<file path="config.mk">
export PLATFORM = sky130hd
export DESIGN_NAME = pocr_router
export DESIGN_NICKNAME = d
export VERILOG_FILES = /design/src/shared/pocr_pkg.sv /design/src/verilog/pocr_router.sv
export SDC_FILE = /design/constraint.sdc
export NUM_CORES = 1
export LEC_CHECK = 0
export BUFFER_PORTS_ARGS = -buffer_cell sky130_fd_sc_hd__buf_2
export CAP_MARGIN = 20
export CELL_PAD_IN_SITES_DETAIL_PLACEMENT = 0
export CELL_PAD_IN_SITES_GLOBAL_PLACEMENT = 2
export CORE_UTILIZATION = 40
export CTS_CLUSTER_DIAMETER = 150
export DETAILED_ROUTE_END_ITERATION = 7
export PLACE_DENSITY = 0.85
export SYNTH_ARGS = -nofsm -noshare
export SYNTH_HDL_FRONTEND = slang
export SYNTH_SLANG_ARGS = --single-unit
</file>
<file path="constraint.sdc">
create_clock -name CLK_SYS -period 4.5 [get_ports CLK_SYS]
set_input_delay 0.225 -clock CLK_SYS [delete_from_list [all_inputs] [get_ports CLK_SYS]]
set_output_delay 0.225 -clock CLK_SYS [all_outputs]
set_load 0.01 [all_outputs]
</file>
<file path="src/shared/pocr_pkg.sv">
// package: register map, field layout, timing and types of the pwm output router
package pocr_pkg;
    localparam int DATA_W = 24;
    localparam int FIFO_DEPTH = 16;
    localparam int ADDR_W = 8;
    localparam logic [7:0] OFS_CFG = 8'h00;
    localparam logic [7:0] OFS_CHAN = 8'h04;
    localparam logic [7:0] OFS_STAT = 8'h08;
    localparam int CFG_SEL_LSB = 0;
    localparam int CFG_MUTE_BIT = 2;
    localparam int CFG_LOSS_BIT = 3;
    localparam int CFG_GRD_BIT = 4;
    localparam logic [4:0] CFG_RESET = 5'h1c;
    localparam int CHAN_LN_LSB = 0;
    localparam int CHAN_BIN_LSB = 2;
    localparam int CHAN_MAP_LSB = 6;
    localparam logic [11:0] CHAN_RESET = 12'h900;
    localparam int STAT_LEVEL_LSB = 8;
    localparam int STAT_SUPP_LSB = 16;
    localparam logic [1:0] OC_DIRECT = 2'h0;
    localparam logic [1:0] OC_HALF = 2'h1;
    localparam logic [1:0] OC_EXT = 2'h2;
    localparam logic [1:0] OC_MONO = 2'h3;
    localparam logic [1:0] LN_VOL = 2'h1;
    localparam logic [1:0] LN_VOL_EQ = 2'h2;
    localparam logic [1:0] LN_RSVD = 2'h3;
    localparam int CLK_HZ = 10_000_000;
    localparam int FS_HZ = 96_000;
    localparam int SLOTS = 8;
    localparam int SLOT_CYCLES = CLK_HZ / (SLOTS * FS_HZ);
    localparam int LOSS_NS = 2000;
    localparam int LOSS_CYCLES = (LOSS_NS * (CLK_HZ / 1_000_000) + 999) / 1000;
    localparam int GUARD_NS = 5000;
    localparam int GUARD_CYCLES = (GUARD_NS * (CLK_HZ / 1_000_000) + 999) / 1000;
    localparam int VALID_RUN = 4;
    localparam logic [2:0] PAIR_SLOT [4] = '{3'h0, 3'h2, 3'h1, 3'h2};
    typedef enum logic [1:0] {SRC_PWM, SRC_ZERO, SRC_AMP, SRC_WARN} pocr_src_t;
    typedef enum logic {MS_PLAY, MS_MUTED} pocr_mute_t;
    typedef struct packed {
        logic              bad;
        logic [DATA_W-1:0] pcm;
    } pocr_sample_t;
endpackage

</file>
<file path="src/verilog/pocr_router.sv">
// pwm output router: fifo, register slave and output mapping logic
// Function
// - two-bit output configuration field, bits 0 and 1, reset 0, picks mapping
// - config 00 routes each mapped channel straight through, pairs 3/4 driven low under the reserved line setting
// - config 00: per-channel binary or ternary, pairs 3/4 line out
// - line setting 00: pair 3 carries the channel mapped to it (reset 3), pair 4 channel 4
// - fixed line setting: no volume or equalisation on pairs 3 and 4
// - config 01: 1A, 2A, 3A/3B, 1A/1B, 2A/2B feed outputs
// - config 01: channels 1-3 binary at 0, 90, 45 degrees
// - config 01: channel 3 fully processed, pairs 3/4 replicate 1/2
// - config 10: pairs 1-3 direct, amp powerdown on 4A, warning on 4B
// - config 10: per-channel binary selection, channel 3 fully processed
// - config 11: mono parallel mapping, bridging enabled only here
// - each channel's edges stay in its slot of one eighth sample, except under the clock-loss 50% output, which switches at slots 0 and 4
// - any processing channel may be mapped to any of three inputs; only pairs 1-3 have a map field, pair 4 is fixed to channel 4
// - invalid input mute enable, bit 2 reset 1, mutes on invalid data
// - clock loss enable, bit 3 reset 1, binary outputs go to 50% duty
// - frame clock guard enable, bit 4 reset 1, suppresses double triggers
// - line setting acts only in 00: fixed, volume, volume with eq, reserved
//
// The APB interface to the registers and the placing of the registers were decided locally.
`timescale 1ns/10ps
`default_nettype none

module pocr_fifo #(
    parameter int WIDTH = 25,
    parameter int DEPTH = 16
) (
    input  wire logic               clk,
    input  wire logic               rst_n,
    input  wire logic               in_valid,
    output logic                    in_ready,
    input  wire logic [WIDTH-1:0]   in_data,
    output logic                    out_valid,
    input  wire logic               out_ready,
    output logic [WIDTH-1:0]        out_data,
    output logic [$clog2(DEPTH):0]  level
);
    localparam int AW = $clog2(DEPTH);
    logic [WIDTH-1:0] mem [DEPTH];
    logic [AW-1:0]    wr_ptr_reg;
    logic [AW-1:0]    rd_ptr_reg;
    logic [AW:0]      count_reg;
    logic [AW:0]      count_next;
    logic             push;
    logic             pop;

    if (DEPTH < 2 || (DEPTH & (DEPTH - 1)) != 0 || WIDTH < 1) begin : g_chk
        $error("fifo depth must be a power of two, at least 2");
    end

    assign push = in_valid & in_ready;
    assign pop = out_valid & out_ready;
    assign out_data = mem[rd_ptr_reg];
    assign level = count_reg;

    always_comb begin
        count_next = count_reg;
        if (push && !pop) begin
            count_next = count_reg + 1'b1;
        end else if (pop && !push) begin
            count_next = count_reg - 1'b1;
        end
    end

    always_ff @(posedge clk) begin
        if (push) begin
            mem[wr_ptr_reg] <= in_data;
        end
    end

    always_ff @(posedge clk or negedge rst_n) begin
        if (!rst_n) begin
            wr_ptr_reg <= '0;
            rd_ptr_reg <= '0;
            count_reg  <= '0;
            in_ready   <= 1'b0;
            out_valid  <= 1'b0;
        end else begin
            if (push) begin
                wr_ptr_reg <= wr_ptr_reg + 1'b1;
            end
            if (pop) begin
                rd_ptr_reg <= rd_ptr_reg + 1'b1;
            end
            count_reg <= count_next;
            in_ready  <= (count_next != (AW + 1)'(DEPTH));
            out_valid <= (count_next != '0);
        end
    end
endmodule

module pocr_router (
    input  wire logic                   CLK_SYS,
    input  wire logic                   RSTN,
    input  wire logic [7:0]             PADDR,
    input  wire logic                   PSEL,
    input  wire logic                   PENABLE,
    input  wire logic                   PWRITE,
    input  wire logic [31:0]            PWDATA,
    output logic [31:0]                 PRDATA,
    output logic                        PREADY,
    output logic                        PSLVERR,
    input  wire logic [7:0]             MOD_PWM,
    input  wire logic                   MCLK_IN,
    input  wire logic                   LRCLK_IN,
    input  wire logic                   THERMAL_WARNING,
    input  wire logic                   EXT_AMP_POWERDOWN,
    input  wire logic                   S_VALID,
    output logic                        S_READY,
    input  wire pocr_pkg::pocr_sample_t S_DATA,
    output logic                        M_VALID,
    input  wire logic                   M_READY,
    output logic [pocr_pkg::DATA_W-1:0] M_DATA,
    output logic [7:0]                  PWM_OUT,
    output logic                        LRCLK_CLEAN,
    output logic [3:0]                  BINARY_MODE,
    output logic                        LINE_VOL_EN,
    output logic                        LINE_EQ_EN,
    output logic                        CH3_FULL_PROC,
    output logic                        PARALLEL_BRIDGE_EN,
    output logic                        AUTO_MUTE
);
    localparam int FW = $bits(pocr_pkg::pocr_sample_t);
    localparam int LW = $clog2(pocr_pkg::FIFO_DEPTH) + 1;

    logic [1:0]            rst_sync_reg;
    logic                  rst_n;
    logic [2:0]            pin_s1_reg;
    logic [2:0]            pin_s2_reg;
    logic                  mclk_d_reg;
    logic                  lr_d_reg;
    logic [4:0]            cfg_reg;
    logic [11:0]           chan_reg;
    logic [1:0]            output_config_sel;
    logic                  invalid_input_mute_en;
    logic                  clock_loss_detect_en;
    logic                  frame_clock_retrigger_guard_en;
    logic [1:0]            line_output_sel;
    logic [3:0]            ch_binary_mode_sel;
    logic [7:0]            loss_cnt_reg;
    logic                  clk_lost_reg;
    logic [7:0]            guard_cnt_reg;
    logic [7:0]            supp_cnt_reg;
    logic                  lr_edge;
    logic                  lr_accept;
    logic                  frame_start;
    logic [7:0]            slot_cnt_reg;
    logic [2:0]            slot_idx_reg;
    logic [7:0]            m_vec;
    logic [3:0]            bin_eff;
    logic [2:0]            src_m [8];
    pocr_pkg::pocr_src_t   src_k [8];
    logic [7:0]            pwm_next;
    logic                  f_valid;
    logic                  f_ready;
    logic [FW-1:0]         f_data;
    pocr_pkg::pocr_sample_t f_word;
    logic [LW-1:0]         f_level;
    logic                  pop;
    pocr_pkg::pocr_mute_t  mute_state_reg;
    logic [2:0]            run_cnt_reg;
    logic                  drop_word;
    logic                  wr_en;

    function automatic logic hit(input logic [7:0] a, input logic [7:0] ofs);
        hit = (a == ofs);
    endfunction

    always_ff @(posedge CLK_SYS or negedge RSTN) begin
        if (!RSTN) begin
            rst_sync_reg <= 2'h0;
        end else begin
            rst_sync_reg <= {rst_sync_reg[0], 1'b1};
        end
    end
    assign rst_n = rst_sync_reg[1];

    always_ff @(posedge CLK_SYS or negedge rst_n) begin
        if (!rst_n) begin
            pin_s1_reg <= 3'h0;
            pin_s2_reg <= 3'h0;
            mclk_d_reg <= 1'b0;
            lr_d_reg   <= 1'b0;
        end else begin
            pin_s1_reg <= {THERMAL_WARNING, LRCLK_IN, MCLK_IN};
            pin_s2_reg <= pin_s1_reg;
            mclk_d_reg <= pin_s2_reg[0];
            lr_d_reg   <= pin_s2_reg[1];
        end
    end

    assign output_config_sel = cfg_reg[pocr_pkg::CFG_SEL_LSB +: 2];
    assign invalid_input_mute_en = cfg_reg[pocr_pkg::CFG_MUTE_BIT];
    assign clock_loss_detect_en = cfg_reg[pocr_pkg::CFG_LOSS_BIT];
    assign frame_clock_retrigger_guard_en = cfg_reg[pocr_pkg::CFG_GRD_BIT];
    assign line_output_sel = chan_reg[pocr_pkg::CHAN_LN_LSB +: 2];
    assign ch_binary_mode_sel = chan_reg[pocr_pkg::CHAN_BIN_LSB +: 4];
    assign wr_en = PSEL & PENABLE & PWRITE;

    always_ff @(posedge CLK_SYS or negedge rst_n) begin
        if (!rst_n) begin
            cfg_reg  <= pocr_pkg::CFG_RESET;
            chan_reg <= pocr_pkg::CHAN_RESET;
        end else if (wr_en) begin
            if (hit(PADDR, pocr_pkg::OFS_CFG)) begin
                cfg_reg <= PWDATA[4:0];
            end
            if (hit(PADDR, pocr_pkg::OFS_CHAN)) begin
                chan_reg <= PWDATA[11:0];
            end
        end
    end

    always_ff @(posedge CLK_SYS or negedge rst_n) begin
        if (!rst_n) begin
            PRDATA  <= 32'h0;
            PSLVERR <= 1'b0;
            PREADY  <= 1'b0;
        end else begin
            PREADY <= 1'b1;
            if (PSEL && !PENABLE) begin
                PSLVERR <= 1'b0;
                PRDATA  <= 32'h0;
                if (hit(PADDR, pocr_pkg::OFS_CFG)) begin
                    PRDATA[4:0] <= cfg_reg;
                end else if (hit(PADDR, pocr_pkg::OFS_CHAN)) begin
                    PRDATA[11:0] <= chan_reg;
                end else if (hit(PADDR, pocr_pkg::OFS_STAT)) begin
                    PRDATA[0] <= (mute_state_reg == pocr_pkg::MS_MUTED);
                    PRDATA[1] <= clk_lost_reg;
                    PRDATA[2] <= LRCLK_CLEAN;
                    PRDATA[pocr_pkg::STAT_LEVEL_LSB +: LW] <= f_level;
                    PRDATA[pocr_pkg::STAT_SUPP_LSB +: 8] <= supp_cnt_reg;
                end else begin
                    PSLVERR <= 1'b1;
                end
            end
        end
    end

    always_ff @(posedge CLK_SYS or negedge rst_n) begin
        if (!rst_n) begin
            loss_cnt_reg <= 8'h0;
            clk_lost_reg <= 1'b0;
        end else begin
            if (pin_s2_reg[0] != mclk_d_reg) begin
                loss_cnt_reg <= 8'h0;
            end else if (loss_cnt_reg != 8'(pocr_pkg::LOSS_CYCLES)) begin
                loss_cnt_reg <= loss_cnt_reg + 8'h1;
            end
            clk_lost_reg <= (loss_cnt_reg == 8'(pocr_pkg::LOSS_CYCLES));
        end
    end

    assign lr_edge = (pin_s2_reg[1] != lr_d_reg);
    assign lr_accept = lr_edge & (!frame_clock_retrigger_guard_en
                     | (guard_cnt_reg == 8'(pocr_pkg::GUARD_CYCLES)));
    assign frame_start = lr_accept & pin_s2_reg[1];

    always_ff @(posedge CLK_SYS or negedge rst_n) begin
        if (!rst_n) begin
            guard_cnt_reg <= 8'h0;
            supp_cnt_reg  <= 8'h0;
            LRCLK_CLEAN   <= 1'b0;
        end else begin
            if (lr_accept) begin
                guard_cnt_reg <= 8'h0;
                LRCLK_CLEAN   <= pin_s2_reg[1];
            end else if (guard_cnt_reg != 8'(pocr_pkg::GUARD_CYCLES)) begin
                guard_cnt_reg <= guard_cnt_reg + 8'h1;
            end
            if (lr_edge && !lr_accept && supp_cnt_reg != 8'hff) begin
                supp_cnt_reg <= supp_cnt_reg + 8'h1;
            end
        end
    end

    always_ff @(posedge CLK_SYS or negedge rst_n) begin
        if (!rst_n) begin
            slot_cnt_reg <= 8'h0;
            slot_idx_reg <= 3'h0;
        end else if (frame_start) begin
            slot_cnt_reg <= 8'h0;
            slot_idx_reg <= 3'h0;
        end else if (slot_cnt_reg == 8'(pocr_pkg::SLOT_CYCLES - 1)) begin
            slot_cnt_reg <= 8'h0;
            slot_idx_reg <= slot_idx_reg + 3'h1;
        end else begin
            slot_cnt_reg <= slot_cnt_reg + 8'h1;
        end
    end

    always_comb begin
        m_vec = 8'h0;
        for (int p = 0; p < 3; p++) begin
            case (chan_reg[pocr_pkg::CHAN_MAP_LSB + 2 * p +: 2])
                2'h0: m_vec[2 * p +: 2] = MOD_PWM[1:0];
                2'h1: m_vec[2 * p +: 2] = MOD_PWM[3:2];
                2'h2: m_vec[2 * p +: 2] = MOD_PWM[5:4];
                default: m_vec[2 * p +: 2] = 2'h0;
            endcase
        end
        m_vec[7:6] = MOD_PWM[7:6];
    end

    always_comb begin
        bin_eff = ch_binary_mode_sel;
        case (output_config_sel)
            pocr_pkg::OC_HALF: bin_eff = 4'h7;
            pocr_pkg::OC_MONO: bin_eff[2] = 1'b1;
            default: ;
        endcase
    end

    always_comb begin
        for (int i = 0; i < 8; i++) begin
            src_k[i] = pocr_pkg::SRC_PWM;
            src_m[i] = 3'(i);
        end
        case (output_config_sel)
            pocr_pkg::OC_DIRECT: begin
                if (line_output_sel == pocr_pkg::LN_RSVD) begin
                    for (int i = 4; i < 8; i++) begin
                        src_k[i] = pocr_pkg::SRC_ZERO;
                    end
                end
            end
            pocr_pkg::OC_HALF: begin
                src_m[1] = 3'h2;
                src_m[2] = 3'h4;
                src_m[3] = 3'h5;
                src_m[4] = 3'h0;
                src_m[5] = 3'h1;
                src_m[6] = 3'h2;
                src_m[7] = 3'h3;
            end
            pocr_pkg::OC_EXT: begin
                src_k[6] = pocr_pkg::SRC_AMP;
                src_k[7] = pocr_pkg::SRC_WARN;
            end
            default: begin
                src_m[0] = 3'h4;
                src_m[1] = 3'h4;
                src_m[2] = 3'h5;
                src_m[3] = 3'h5;
                src_m[4] = 3'h0;
                src_m[5] = 3'h1;
                src_m[6] = 3'h2;
                src_m[7] = 3'h3;
            end
        endcase
    end

    for (genvar g = 0; g < 8; g++) begin : g_out
        always_comb begin
            pwm_next[g] = PWM_OUT[g];
            case (src_k[g])
                pocr_pkg::SRC_ZERO: pwm_next[g] = 1'b0;
                pocr_pkg::SRC_AMP: pwm_next[g] = EXT_AMP_POWERDOWN;
                pocr_pkg::SRC_WARN: pwm_next[g] = pin_s2_reg[2];
                default: begin
                    if (clock_loss_detect_en && clk_lost_reg
                        && bin_eff[src_m[g][2:1]]) begin
                        pwm_next[g] = slot_idx_reg[2] ^ src_m[g][0];
                    end else if (slot_idx_reg
                                 == pocr_pkg::PAIR_SLOT[src_m[g][2:1]]) begin
                        pwm_next[g] = m_vec[src_m[g]];
                    end
                end
            endcase
        end
    end

    always_ff @(posedge CLK_SYS or negedge rst_n) begin
        if (!rst_n) begin
            PWM_OUT <= 8'h0;
        end else begin
            PWM_OUT <= pwm_next;
        end
    end

    always_ff @(posedge CLK_SYS or negedge rst_n) begin
        if (!rst_n) begin
            BINARY_MODE        <= 4'h0;
            LINE_VOL_EN        <= 1'b0;
            LINE_EQ_EN         <= 1'b0;
            CH3_FULL_PROC      <= 1'b0;
            PARALLEL_BRIDGE_EN <= 1'b0;
        end else begin
            BINARY_MODE <= bin_eff;
            LINE_VOL_EN <= (output_config_sel == pocr_pkg::OC_DIRECT)
                & ((line_output_sel == pocr_pkg::LN_VOL)
                | (line_output_sel == pocr_pkg::LN_VOL_EQ));
            LINE_EQ_EN <= (output_config_sel == pocr_pkg::OC_DIRECT)
                & (line_output_sel == pocr_pkg::LN_VOL_EQ);
            CH3_FULL_PROC <= (output_config_sel != pocr_pkg::OC_DIRECT);
            PARALLEL_BRIDGE_EN <= (output_config_sel == pocr_pkg::OC_MONO);
        end
    end

    pocr_fifo #(
        .WIDTH (FW),
        .DEPTH (pocr_pkg::FIFO_DEPTH)
    ) u_fifo (
        .clk       (CLK_SYS),
        .rst_n     (rst_n),
        .in_valid  (S_VALID),
        .in_ready  (S_READY),
        .in_data   (S_DATA),
        .out_valid (f_valid),
        .out_ready (f_ready),
        .out_data  (f_data),
        .level     (f_level)
    );

    assign f_word = f_data;
    assign f_ready = !M_VALID | M_READY;
    assign pop = f_valid & f_ready;
    assign drop_word = invalid_input_mute_en
                     & (f_word.bad | (mute_state_reg == pocr_pkg::MS_MUTED));

    always_ff @(posedge CLK_SYS or negedge rst_n) begin
        if (!rst_n) begin
            mute_state_reg <= pocr_pkg::MS_PLAY;
            run_cnt_reg    <= 3'h0;
        end else if (!invalid_input_mute_en) begin
            mute_state_reg <= pocr_pkg::MS_PLAY;
            run_cnt_reg    <= 3'h0;
        end else if (pop) begin
            case (mute_state_reg)
                pocr_pkg::MS_PLAY: begin
                    if (f_word.bad) begin
                        mute_state_reg <= pocr_pkg::MS_MUTED;
                        run_cnt_reg    <= 3'h0;
                    end
                end
                pocr_pkg::MS_MUTED: begin
                    if (f_word.bad) begin
                        run_cnt_reg <= 3'h0;
                    end else if (run_cnt_reg
                                 == 3'(pocr_pkg::VALID_RUN - 1)) begin
                        mute_state_reg <= pocr_pkg::MS_PLAY;
                    end else begin
                        run_cnt_reg <= run_cnt_reg + 3'h1;
                    end
                end
                default: mute_state_reg <= pocr_pkg::MS_PLAY;
            endcase
        end
    end

    always_ff @(posedge CLK_SYS or negedge rst_n) begin
        if (!rst_n) begin
            M_VALID   <= 1'b0;
            M_DATA    <= '0;
            AUTO_MUTE <= 1'b0;
        end else begin
            if (pop) begin
                M_VALID <= 1'b1;
                M_DATA  <= drop_word ? '0 : f_word.pcm;
            end else if (M_READY) begin
                M_VALID <= 1'b0;
            end
            AUTO_MUTE <= (mute_state_reg == pocr_pkg::MS_MUTED);
        end
    end
endmodule

`default_nettype wire
</file>
==> metrics.txt <==
outcome finished clean; drt wl/cell 21.3 um; layout cells sized above 1 23.9%; Die Y-Extent ~240 um; Hold Crit Class in -> reg; reg2reg start u_fifo.in_ready; commonest non-fill, non-tap cells in the layout 400 x edfxtp_1, 140 x dfrtp_1, 130 x buf_2; drt pass-1 iters 5; Hold Buf Count CTS 47; Yosys cell types 72; Post-route DRC 0; clk_lat worst skew about 0.63 ns; placed insts 2176; Slew @ Worst Pin about 1.0 ns; IO buf count 130; crit path kind reg -> reg; Synth Warn # 0; number of global-route vias before repair between 10000 and 15000; maximum vdd drop 0.435 mV; clk slew on worst S/H paths 0.06 ns; hold slack approximately 0.064 ns; top_reg_cell synth edfxtp_1; register area ~16000 um2; Root Buffer Master clkbuf_16; I/O Pins between 150 and 200; cts bufs inserted 56; drt total wl 49700 um; Final Skew between 0.05 and 0.06 ns; Syn Area/Cell 16.8 um2; global-route wire length before repair 76200 um; cell area power density ~580 nW/um2; DR vias 12500; GRT overflow 0; area of the multi-input gates roughly 6000 um2; H-Tree Depth 2; CP required about 4.8 ns; post-route worst setup slack 1.73 ns; Max Slew Vio Count 0; Critical Path AT 3.03 ns; most common cell after layout, fill and taps aside edfxtp_1; Max-cap violations 0; end of the worst hold path PRDATA[7]; ant diodes 0; max reg flops 400; synthesized area 22300 um2; Total GRT Usage between 10% and 20%; largest net degree at the start of global routing 83; fraction of registers with async set/reset 27.0%; # resized after CTS 0; Achievable Freq around 0.36 GHz; Site Rows 86; R2R depth 4; clock sink count 548; Hold Startpoint PENABLE; Reg with most FFs u_fifo.mem; Worst slew margin between 30% and 40%; post-DR vias/cell ~5.4; critical path launch point u_fifo.in_ready; Post-DP HPWL between 20000 and 30000 um; RSZ-0062 raised after global routing no; antenna-violating nets left 0; Final nets roughly 1600; Setup-failing EPs final 0; part of the cycle the worst path needs roughly three fifths; CP Capture Type flop; die area between 50000 and 60000 um2; static leakage just under 10 nW; starting density of the core roughly two fifths; Post-synth EDFFs 400; biggest regs u_fifo.mem: 400 flops, M_DATA: 24 flops, PRDATA: 21 flops; Core Box Area 55100 um2; Worst Setup Slack post-DPL between 1.5 and 2 ns; setup TNS 0 ns; r2r setup slk between 1.5 and 2 ns; Setup crit start kind flop; die width about 240 um; #FFs+latches synth 548; WHS Path Cells 4; count of non-filler cells in the finished layout approximately 2300; post-CTS setup buffers 0; Syn Inst Count between 1000 and 1500; final hold vios 0; clk buf depth 3; FILL cells 4730; Initial DRC Count just over 1000; area growth from synthesis to layout 17.8%; min Tclk post-route 2.77 ns; CTS tree done; Tot Pwr around 15 mW; initial antenna violation count 2; register area share after synthesis around 70%; worst flop-to-flop path endpoint u_fifo.mem[8][20]; CP max FO 13; GP Congestion 0.762
[stage by stage]
stage                     util, %  area (um2)
final                        47.6       26200
after global routing         47.6       26200
after CTS                    47.6       26200
after detailed placement     43.1       23800
after global placement       43.1       23800
after floorplan                 -       22300
[area by class of cell]
cell class	instances	area share [%]
Sequential cell	548	60.0
Multi-Input combinational cell	690	23.1
Clock buffer	70	5.78
Timing Repair Buffer	209	5.35
Tap cell	748	3.57
Clock inverter	35	1.81
Inverter	29	0.415
[logic make-up after synthesis]
family	share of synthesized area (%)
muxes	12.8
xor gates and xnor gates	1.46
buffers and inverters	2.46
and+or+nand+nor	7.06
other	0.0337
AOI/OAI and AO/OA	4.44
adders and majority gates	1.12
DFF	70.6
[power breakdown]
| part | internal, mW | total, mW | leakage [nW] | switching, mW |
|---|---|---|---|---|
| clock | 2.97 | 4.93 | 0.963 | 1.96 |
| combinational | 1.64 | 3.55 | 3.36 | 1.91 |
| sequential | 6.07 | 6.60 | 5.51 | 0.526 |
[Yosys cell counts, types with 5 or more instances]
cell	n	area [um2]
dfrtp_1	143	3580
xnor2_1	23	201
mux2i_1	51	510
xor2_1	14	123
dfstp_2	5	131
a221oi_1	23	201
o21ai_0	13	65.1
nand3_1	19	95.1
a21oi_1	12	60.1
mux2_1	10	113
buf_4	17	128
nand2b_1	9	56.3
clkbuf_1	26	97.6
edfxtp_1	400	12000
and2_1	21	131
and3_1	15	93.8
mux2_2	10	113
nand4_1	9	56.3
nor3_1	34	170
a22o_1	14	123
mux4_2	94	2120
ha_1	20	250
o221ai_1	6	52.6
buf_2	18	90.1
o22ai_1	12	75.1
nor2b_1	9	56.3
inv_1	28	105
a2bb2oi_1	6	52.6
nand2_1	110	413
buf_6	6	67.6
nor2_1	73	274
a211oi_1	5	37.5
[critical path, stage by stage, from the launching register on]
cell	delay [ns]
dfrtp_1	0.40
nand2_1	0.24
nor3b_1	0.53
and2_1	0.82
buf_4	0.42
[how the worst max path moves through the flow]
stage               slack [ns]           endpoint  cells past startpoint
floorplan                 0.08          AUTO_MUTE                      0
global placement          1.81  u_fifo.mem[8][21]                      4
detailed placement        1.68   u_fifo.mem[8][9]                      4
CTS                       1.67  u_fifo.mem[8][20]                      4
global route              1.56  u_fifo.mem[8][20]                      4
finish                    1.73  u_fifo.mem[8][20]                      4
[routing by layer]
metal / global-route usage [%] / vias to the layer above / wire, um
met5: 0 / - / 23
met4: 5.26 / 4 / 1140
met3: 2.81 / 92 / 2960
met2: 28.8 / 385 / 23500
met1: 24.6 / 6465 / 22000
li1: - / 5529 / -
No activity file was read; power rests on OpenSTA's default activity.
